File: config.mk
export PLATFORM = sky130hd
export DESIGN_NAME = bsq_sequencer
export DESIGN_NICKNAME = d
export VERILOG_FILES = /design/src/design/bsq_pkg.sv /design/src/design/bsq_sequencer.sv
export SDC_FILE = /design/constraint.sdc
export NUM_CORES = 1
export LEC_CHECK = 0
export BUFFER_PORTS_ARGS = -buffer_cell sky130_fd_sc_hd__buf_2
export CELL_PAD_IN_SITES_DETAIL_PLACEMENT = 1
export CELL_PAD_IN_SITES_GLOBAL_PLACEMENT = 2
export CORE_AREA = 2 2 142 130
export DETAILED_ROUTE_END_ITERATION = 7
export DIE_AREA = 0 0 144 132
export GPL_TIMING_DRIVEN = 0
export PLACE_DENSITY_LB_ADDON = 0.1
export SKIP_LAST_GASP = 1
export SLEW_MARGIN = 15
export SYNTH_ARGS = -nofsm -noshare
export SYNTH_HDL_FRONTEND = slang
export SYNTH_SLANG_ARGS = --single-unit
File: constraint.sdc
create_clock -name clk_i -period 4.05 [get_ports clk_i]
set_input_delay 0.2025 -clock clk_i [delete_from_list [all_inputs] [get_ports clk_i]]
set_output_delay 0.2025 -clock clk_i [all_outputs]
set_load 0.01 [all_outputs]
File: src/design/bsq_pkg.sv
package bsq_pkg;
  // Timebase
  localparam int unsigned CLK_HZ = 20_000_000;
  localparam int unsigned SEC_S = 1;
  localparam int unsigned SEC_CYC = CLK_HZ * SEC_S;
  // Sequence times in seconds
  localparam logic [7:0] PURGE_S = 8'h1E;
  localparam logic [7:0] SW_WAIT_S = 8'h0A;
  localparam logic [7:0] FLAME_WAIT_S = 8'h07;
  localparam logic [7:0] IGN_OFF_S = 8'h01;
  localparam logic [7:0] PROVE_S = 8'h02;
  localparam logic [7:0] CLOCK_S = 8'h05;
  // Air/fuel valve positions in percent
  localparam logic [6:0] POS_FULL = 7'h64;
  localparam logic [6:0] POS_LOW = 7'h1E;
  localparam logic [6:0] POS_START = 7'h19;
  localparam logic [6:0] POS_STOP = 7'h10;
  localparam logic [6:0] POS_CLOSED = 7'h00;
  // Register byte offsets
  localparam logic [7:0] A_CTRL = 8'h00;
  localparam logic [7:0] A_DEMAND = 8'h04;
  localparam logic [7:0] A_STATUS = 8'h08;
  localparam logic [7:0] A_SECS = 8'h0C;
  localparam int unsigned CTRL_CLR_BIT = 0;
  localparam int unsigned STAT_CODE_LSB = 16;
  // Fault codes
  localparam logic [3:0] F_NONE = 4'h0;
  localparam logic [3:0] F_POC = 4'h1;
  localparam logic [3:0] F_WATER = 4'h2;
  localparam logic [3:0] F_TEMP = 4'h3;
  localparam logic [3:0] F_HI_GAS = 4'h4;
  localparam logic [3:0] F_LO_GAS = 4'h5;
  localparam logic [3:0] F_BLOWER = 4'h6;
  localparam logic [3:0] F_DS_GAS = 4'h7;
  localparam logic [3:0] F_PURGE_SW = 4'h8;
  localparam logic [3:0] F_IGN_SW = 4'h9;
  localparam logic [3:0] F_NO_FLAME = 4'hA;
  localparam logic [3:0] F_FLAME_LOST = 4'hB;
  // Display codes
  localparam logic [2:0] D_OFF = 3'h0;
  localparam logic [2:0] D_STBY = 3'h1;
  localparam logic [2:0] D_PURGING = 3'h2;
  localparam logic [2:0] D_IGNITION = 3'h3;
  localparam logic [2:0] D_PROVEN = 3'h4;
  localparam logic [2:0] D_CLOCK = 3'h5;
  localparam logic [2:0] D_FAULT = 3'h6;

  typedef enum logic [8:0] {
    ST_OFF = 9'h001,
    ST_STBY = 9'h002,
    ST_POC = 9'h004,
    ST_PWAIT = 9'h008,
    ST_PURGE = 9'h010,
    ST_IGN = 9'h020,
    ST_FLAME = 9'h040,
    ST_FIRE = 9'h080,
    ST_FAULT = 9'h100
  } bsq_state_e;

  // Field switches, 1 = closed; flame 1 = detected
  typedef struct packed {
    logic closure_proof_switch;
    logic low_water;
    logic high_temp;
    logic high_gas;
    logic low_gas;
    logic blower_proof;
    logic ds_low_gas;
    logic purge_pos;
    logic ign_pos;
    logic flame;
  } bsq_sw_s;

  typedef struct packed {
    logic ready;
    logic demand;
    logic blower;
    logic igniter;
    logic gas_shutoff_valve;
    logic fault;
    logic [6:0] valve_pos;
    logic [6:0] bar;
    logic [2:0] disp;
    logic [7:0] disp_val;
    logic [3:0] fault_code;
  } bsq_out_s;
endpackage

File: src/design/bsq_sequencer.sv
`timescale 1ns/1ps
// Function
// - On switch-on, check closure proof, water, temperature, gas and blower.
// - Downstream low gas switch is not part of the pre-purge check.
// - All interlocks closed lights ready and enters standby.
// - Any open interlock or missing condition reports a code and faults.
// - Demand in standby lights the demand indicator.
// - Closure proof switch must read closed before purge starts.
// - Purge start energizes the blower relay.
// - Purge commands valve full open, expects purge switch, shows 100%.
// - Blower proof closed shows purging with elapsed seconds.
// - Ignition commands low fire position and expects ignition switch.
// - Igniter relay is on during ignition.
// - Gas shutoff valve is energized during ignition.
// - Flame must appear within 7 seconds or the start faults.
// - Igniter drops one second after flame is first seen.
// - Two seconds continuous flame declares flame proven with strength.
// - Five seconds after proving, show date and time instead.
// - While firing, valve follows demand and bar graph shows it.
// - Demand satisfied closes gas valve, blower, air valve; back to standby.
// - Start at demand 25 percent, stop at 16 percent.
module bsq_sequencer #(
  parameter int unsigned SEC_CYCLES = bsq_pkg::SEC_CYC,
  parameter logic [7:0] PURGE_SECONDS = bsq_pkg::PURGE_S
) (
  // Clock and reset
  input logic clk_i,
  input logic nrst_i,
  // Field side
  input logic on_i,
  input bsq_pkg::bsq_sw_s sw_i,
  input logic [7:0] flame_pct_i,
  output bsq_pkg::bsq_out_s out_o,
  // AHB-Lite slave
  input logic hsel_i,
  input logic [7:0] haddr_i,
  input logic [1:0] htrans_i,
  input logic hwrite_i,
  input logic [2:0] hsize_i,
  input logic [31:0] hwdata_i,
  input logic hready_i,
  output logic [31:0] hrdata_o,
  output logic hreadyout_o,
  output logic hresp_o
);
  import bsq_pkg::*;
  bsq_state_e state_reg, state_next;
  logic [3:0] code_reg, code_next;
  logic [24:0] cyc_reg;
  logic [7:0] sec_reg;
  logic [6:0] dem_reg;
  logic clr_reg;
  logic wr_ph_reg;
  logic [7:0] addr_ph_reg;
  bsq_out_s out_reg;
  logic [3:0] pre_c, run_c;
  logic active_c, fired_c;
  ////////////////////////////////////////////////////////////////////////
  // First open interlock; pre adds the switches only checked before purge
  function automatic logic [3:0] open_code(input bsq_sw_s s,
                                           input logic pre);
    open_code = F_NONE;
    if (pre && !s.closure_proof_switch)
      open_code = F_POC;
    else if (!s.low_water)
      open_code = F_WATER;
    else if (!s.high_temp)
      open_code = F_TEMP;
    else if (!s.high_gas)
      open_code = F_HI_GAS;
    else if (!s.low_gas)
      open_code = F_LO_GAS;
    else if (pre && !s.blower_proof)
      open_code = F_BLOWER;
  endfunction
  assign pre_c = open_code(sw_i, 1'b1);
  assign active_c = !(state_reg inside {ST_OFF, ST_STBY, ST_FAULT});
  assign fired_c = state_reg inside {ST_IGN, ST_FLAME, ST_FIRE};
  // Downstream switch only matters once gas is flowing
  assign run_c = (open_code(sw_i, 1'b0) == F_NONE && fired_c
                  && !sw_i.ds_low_gas) ? F_DS_GAS : open_code(sw_i, 1'b0);
  ////////////////////////////////////////////////////////////////////////
  // Sequence
  always_comb
  begin
    state_next = state_reg;
    code_next = code_reg;
    case (state_reg)
      ST_OFF, ST_STBY:
        if (!on_i)
          state_next = ST_OFF;
        else if (pre_c != F_NONE)
        begin
          state_next = ST_FAULT;
          code_next = pre_c;
        end
        else if (state_reg == ST_OFF)
          state_next = ST_STBY;
        else if (dem_reg >= POS_START)
          state_next = ST_POC;
      ST_POC:
        if (sw_i.closure_proof_switch)
          state_next = ST_PWAIT;
        else
        begin
          state_next = ST_FAULT;
          code_next = F_POC;
        end
      ST_PWAIT:
        if (sw_i.blower_proof && sw_i.purge_pos)
          state_next = ST_PURGE;
        else if (sec_reg >= SW_WAIT_S)
        begin
          state_next = ST_FAULT;
          code_next = sw_i.purge_pos ? F_BLOWER : F_PURGE_SW;
        end
      ST_PURGE:
        if (!(sw_i.blower_proof && sw_i.purge_pos))
        begin
          state_next = ST_FAULT;
          code_next = sw_i.purge_pos ? F_BLOWER : F_PURGE_SW;
        end
        else if (sec_reg >= PURGE_SECONDS)
          state_next = ST_IGN;
      ST_IGN:
        if (sw_i.flame)
          state_next = ST_FLAME;
        else if (sec_reg >= FLAME_WAIT_S)
        begin
          state_next = ST_FAULT;
          code_next = sw_i.ign_pos ? F_NO_FLAME : F_IGN_SW;
        end
      ST_FLAME, ST_FIRE:
        if (!sw_i.flame)
        begin
          state_next = ST_FAULT;
          code_next = F_FLAME_LOST;
        end
        else if (state_reg == ST_FLAME && sec_reg >= PROVE_S)
          state_next = ST_FIRE;
        else if (state_reg == ST_FIRE && dem_reg <= POS_STOP)
          state_next = ST_STBY;
      ST_FAULT:
        if (clr_reg)
        begin
          state_next = ST_OFF;
          code_next = F_NONE;
        end
      default:
        state_next = ST_OFF;
    endcase
    // Safety limits outrank every step of the sequence
    if (active_c && !on_i)
      state_next = ST_OFF;
    if (active_c && run_c != F_NONE)
    begin
      state_next = ST_FAULT;
      code_next = run_c;
    end
  end
  always_ff @(posedge clk_i or negedge nrst_i)
  begin
    if (!nrst_i)
    begin
      state_reg <= ST_OFF;
      code_reg <= F_NONE;
    end
    else
    begin
      state_reg <= state_next;
      code_reg <= code_next;
    end
  end
  ////////////////////////////////////////////////////////////////////////
  // Seconds since entering the current state
  always_ff @(posedge clk_i or negedge nrst_i)
  begin
    if (!nrst_i)
    begin
      cyc_reg <= 25'h0000000;
      sec_reg <= 8'h00;
    end
    else if (state_next != state_reg)
    begin
      cyc_reg <= 25'h0000000;
      sec_reg <= 8'h00;
    end
    else if (cyc_reg == 25'(SEC_CYCLES - 1))
    begin
      cyc_reg <= 25'h0000000;
      if (sec_reg != 8'hFF)
        sec_reg <= sec_reg + 8'h01;
    end
    else
      cyc_reg <= cyc_reg + 25'h0000001;
  end
  ////////////////////////////////////////////////////////////////////////
  // Outputs, one cycle behind the state; bar graph two cycles behind
  always_ff @(posedge clk_i or negedge nrst_i)
  begin
    if (!nrst_i)
      out_reg <= '0;
    else
    begin
      out_reg.ready <= on_i && state_reg != ST_FAULT
                       && state_reg != ST_OFF;
      out_reg.demand <= state_reg inside {ST_POC, ST_PWAIT, ST_PURGE,
                                          ST_IGN, ST_FLAME, ST_FIRE};
      out_reg.blower <= state_reg inside {ST_PWAIT, ST_PURGE, ST_IGN,
                                          ST_FLAME, ST_FIRE};
      out_reg.igniter <= state_reg == ST_IGN || (state_reg == ST_FLAME
                         && sec_reg < IGN_OFF_S);
      out_reg.gas_shutoff_valve <= fired_c;
      out_reg.fault <= state_reg == ST_FAULT;
      out_reg.fault_code <= code_reg;
      case (state_reg)
        ST_PWAIT, ST_PURGE:
          out_reg.valve_pos <= POS_FULL;
        ST_IGN, ST_FLAME:
          out_reg.valve_pos <= POS_LOW;
        ST_FIRE:
          out_reg.valve_pos <= dem_reg;
        default:
          out_reg.valve_pos <= POS_CLOSED;
      endcase
      out_reg.bar <= out_reg.valve_pos;
      out_reg.disp_val <= 8'h00;
      case (state_reg)
        ST_STBY, ST_POC, ST_PWAIT:
          out_reg.disp <= D_STBY;
        ST_PURGE:
        begin
          out_reg.disp <= D_PURGING;
          out_reg.disp_val <= sec_reg;
        end
        ST_IGN, ST_FLAME:
          out_reg.disp <= D_IGNITION;
        ST_FIRE:
          if (sec_reg >= CLOCK_S)
            out_reg.disp <= D_CLOCK;
          else
          begin
            out_reg.disp <= D_PROVEN;
            out_reg.disp_val <= flame_pct_i;
          end
        ST_FAULT:
          out_reg.disp <= D_FAULT;
        default:
          out_reg.disp <= D_OFF;
      endcase
    end
  end
  assign out_o = out_reg;
  ////////////////////////////////////////////////////////////////////////
  // AHB-Lite slave: zero wait states, always OKAY
  always_ff @(posedge clk_i or negedge nrst_i)
  begin
    if (!nrst_i)
    begin
      wr_ph_reg <= 1'b0;
      addr_ph_reg <= 8'h00;
      hrdata_o <= 32'h00000000;
      hreadyout_o <= 1'b1;
      hresp_o <= 1'b0;
    end
    else
    begin
      hreadyout_o <= 1'b1;
      hresp_o <= 1'b0;
      if (hready_i)
      begin
        wr_ph_reg <= hsel_i && htrans_i[1] && hwrite_i;
        addr_ph_reg <= haddr_i;
        hrdata_o <= 32'h00000000;
        case (haddr_i)
          A_DEMAND:
            // Bypass a write still in its data phase
            hrdata_o[6:0] <= (wr_ph_reg && addr_ph_reg == A_DEMAND)
                             ? hwdata_i[6:0] : dem_reg;
          A_STATUS:
            hrdata_o <= {12'h000, code_reg, 7'h00, state_reg};
          A_SECS:
            hrdata_o[7:0] <= sec_reg;
          default:
            hrdata_o <= 32'h00000000;
        endcase
      end
    end
  end
  // Demanded position from the temperature controller software
  always_ff @(posedge clk_i or negedge nrst_i)
  begin
    if (!nrst_i)
    begin
      dem_reg <= POS_CLOSED;
      clr_reg <= 1'b0;
    end
    else
    begin
      clr_reg <= wr_ph_reg && addr_ph_reg == A_CTRL
                 && hwdata_i[CTRL_CLR_BIT];
      if (wr_ph_reg && addr_ph_reg == A_DEMAND)
        dem_reg <= hwdata_i[6:0];
    end
  end
endmodule

==> qor.yml <==
timing:
  maxSlewViolCount: 0
  setup_viol: 0
  hold_ws_ns: 0.0635
  finalCritPeriodShare_pct: 90.3
  hold_viol: 0
  max_freq_ghz: 0.273
  slew_headroom_pct: 36.8
  fin_tns_setup_ns: 0
  grt_setup_unrepaired: "no"
  fin_worst_skew_ns: 0.00802
  period_minus_slack_ns: 3.66
  tightest_slew_ns: 0.939
layout:
  ff_latch_area_sq_um: 2780
  largest_reg_flops: 35
  nNetsFinal: 833
  antenna_cells: 0
  multiInputGateArea_sq_um: 3210
  fill_cells: 2019
  final_area_sq_um: 7570
  area_growth_pct: 18.6
  layout-drive-gt1-share_pct: 27.0
floorplanning:
  start_util_pct: 36.6
  rows: 46
  design.core.area_sq_um: 17400
  die_h_um: 132
  die_w_um: 144
  dieArea_sq_um: 19000
  ios: 138
routing:
  wl_per_cell_um: 19.6
  drc_errors: 0
  totalWireLength_mm: 19.7
  drt.antenna.violating_nets: 0
  dr.pass1.iters: 5
  viasPerCell: 5.34
  vias: 5366
  drt-initial-drc-count: 405
global_routing:
  grt_pass1_wl_mm: 31.9
  antenna_found_initial: 0
  grtUsageTotal_pct: 21.4
  grt_max_degree: 63
  grt_pass1_vias: 5631
  grt_overflow_total: 0
setup_path:
  startpoint: "state_reg[8]"
  cp_max_fo: 10
  cp.required_ns: 4.31
  path_cells: "clkbuf_1 -> nor3_2 -> o2111ai_2 -> o21a_1 -> a31oi_1 -> buf_2 -> mux2i_1 -> nand3_2 -> buf_6 -> nor4_2"
  worstSetupStartpointType: "flip-flop"
  slowest_stage: "nor3_2"
  rr_startpoint: "state_reg[8]"
  critical_path_class: "flip-flop to flip-flop"
  critPathArrivalTime_ns: 3.91
  cp-end-kind: "flip-flop"
  ff2ff_setup_slack_ns: 0.39
  rr_worst_depth: 10
  slowest_delay_ns: 0.47
cts:
  htreeDepth: 3
  clockBufferDepth: 2
  cts_tree: "done"
  clock_sinks: 111
  clock-root-buffer: "clkbuf_16"
  cts.clk_slew.worst_paths_ns: 0.08
  cts_buffers: 9
  insertion_delay_ns: 0.36
placement:
  port-buffer-count: 86
  hpwl_mm: 15.0
  place_area_sq_um: 7230
  place_congestion: 0.900
synth:
  async_flop_share_pct: 100
  synth.distinct_cells: 75
  yosysWarnings: 0
  ys.flop_type: "dfrtp_1"
  syn_avg_cell_area_sq_um: 9.97
  syn_area_sq_um: 6380
  yosysSeqAreaShare_pct: 43.6
  synth_cells: 640
  synth_edf_count: 0
  synth_seq_cells: 111
pwr:
  p_leak_nw: 3.39
  ir_drop_uv: 333
  p_per_area_nw_per_um2: 456
hold_path:
  whs_path_depth: 3
  hold_start: "flame_pct_i[0]"
  worstHoldPathType: "primary input to flip-flop"
status:
  status: "finished clean"
flow_run:
  max_cap_viol_count: 0
==> logic make-up after synthesis <==
logic type | Yosys count | share of synthesized area, %
AOI/OAI and AO/OA | 124 | 13.7
xor gates and xnor gates | 36 | 4.94
adders and majority gates | 5 | 0.981
buffers and inverters | 88 | 7.53
DFF | 111 | 43.6
muxes | 25 | 4.24
other | 2 | 0.118
and+or+nand+nor | 249 | 25.0
==> power breakdown <==
part           switching, mW  internal (mW)
registers             0.0449           1.19
logic                  0.874          0.379
clock network          0.450          0.508
total                   1.37           2.08
==> area by class of cell <==
type	count	share of cell area [%]
multi-input combinational	460	42.5
buffer	59	4.91
sequential	111	36.7
timing repair buffer	89	6.33
clock inverter	6	0.992
tap	240	3.97
inverter	29	1.44
clock buffer	10	3.16
==> worst max-delay path: cells and delay by family, from the launching register on <==
family | cells | cell delay (ns)
compound gates | 3 | 1.14
buf+inv | 3 | 0.81
flops | 1 | 0.36
mux | 1 | 0.25
simple gates | 3 | 0.99
==> cell usage in the layout (no fill, tap or decap), types with 7 or more instances in the layout <==
master     netlist  final
clkbuf_16        0      9
inv_1           29     29
o21ai_0         41     41
nand4_1         18     18
nor4_2          32     32
buf_4           21     21
xor2_1          19     19
buf_2            9     95
o21a_1           7      7
mux2_2          16     16
and2_1           7      7
nand2_1         52     52
nor3_1          11     11
nor2_1          30     30
mux2i_1          9      9
nor4_1          11     10
a21o_1           7      7
clkbuf_1        17     17
buf_6            8      9
nand2b_1        14     14
dfrtp_1        110    110
nand3_1         27     27
conb_1           2     21
xnor2_1         17     17
a21oi_1         14     14
nor4b_1          7      7
==> per-layer routing <==
layer  vias to the layer above  track usage, %  wire [um]
met5                         -               0          0
met4                         0            4.90        267
met3                        21            5.05       1040
met2                       151            31.0       8430
met1                      2666            32.4       9950
li1                       2528               -          -
==> path summary, 6_finish.rpt <==
check                                to
setup / recovery             cyc_reg[0]
hold / removal                 out_o[4]
setup reg to reg             cyc_reg[0]
hold reg to reg               out_o[17]
max in group asynchronous  state_reg[0]
min in group asynchronous     out_o[30]
==> per-stage QoR <==
step / power (mW) / setup slack (ns) / util [%] / instances
after floorplan: 2.11 / 1.29 / - / 659
after global placement: 2.47 / 0.328 / 41.2 / 985
after detailed placement: 2.50 / 0.217 / 41.4 / 987
after CTS: 3.48 / 0.218 / 43.3 / 1004
after global routing: 3.64 / 0.0776 / 43.4 / 1004
final: 3.45 / 0.393 / 43.4 / 1004
==> synthesized netlist by cell type, types with 3 or more instances <==
cell type	count	area [sq um]
nand4b_1	5	43.8
inv_1	29	109
mux2_2	16	180
ha_1	5	62.6
buf_1	4	15.0
clkbuf_1	17	63.8
nor2b_1	5	31.3
nand4_1	18	113
nand2b_1	14	87.6
nor3_1	11	55.1
o21ai_0	41	205
xnor2_1	17	149
o31a_1	3	26.3
a31oi_1	4	25.0
buf_4	21	158
or4_1	5	37.5
mux2i_1	9	90.1
or3_1	3	18.8
dfrtp_1	110	2750
nor4_2	32	400
and3_1	6	37.5
a21oi_1	14	70.1
buf_6	8	90.1
nor4b_1	7	61.3
and2_1	7	43.8
nand3_1	27	135
nor2_1	30	113
o2111ai_1	4	35.0
a41oi_1	3	26.3
nand2_1	52	195
a22o_1	6	52.6
o21a_1	7	52.6
and4_1	4	35.0
nor4_1	11	68.8
a21o_1	7	52.6
buf_2	9	45.0
xor2_1	19	166
==> timing repair <==
action	in CTS	in global routing
resized for setup	0	2
hold buffers	1	0
setup buffers	0	0
endpoints found under the hold margin	49	0
endpoints found under the setup margin	0	30
Power figures use the tool's default switching activity.
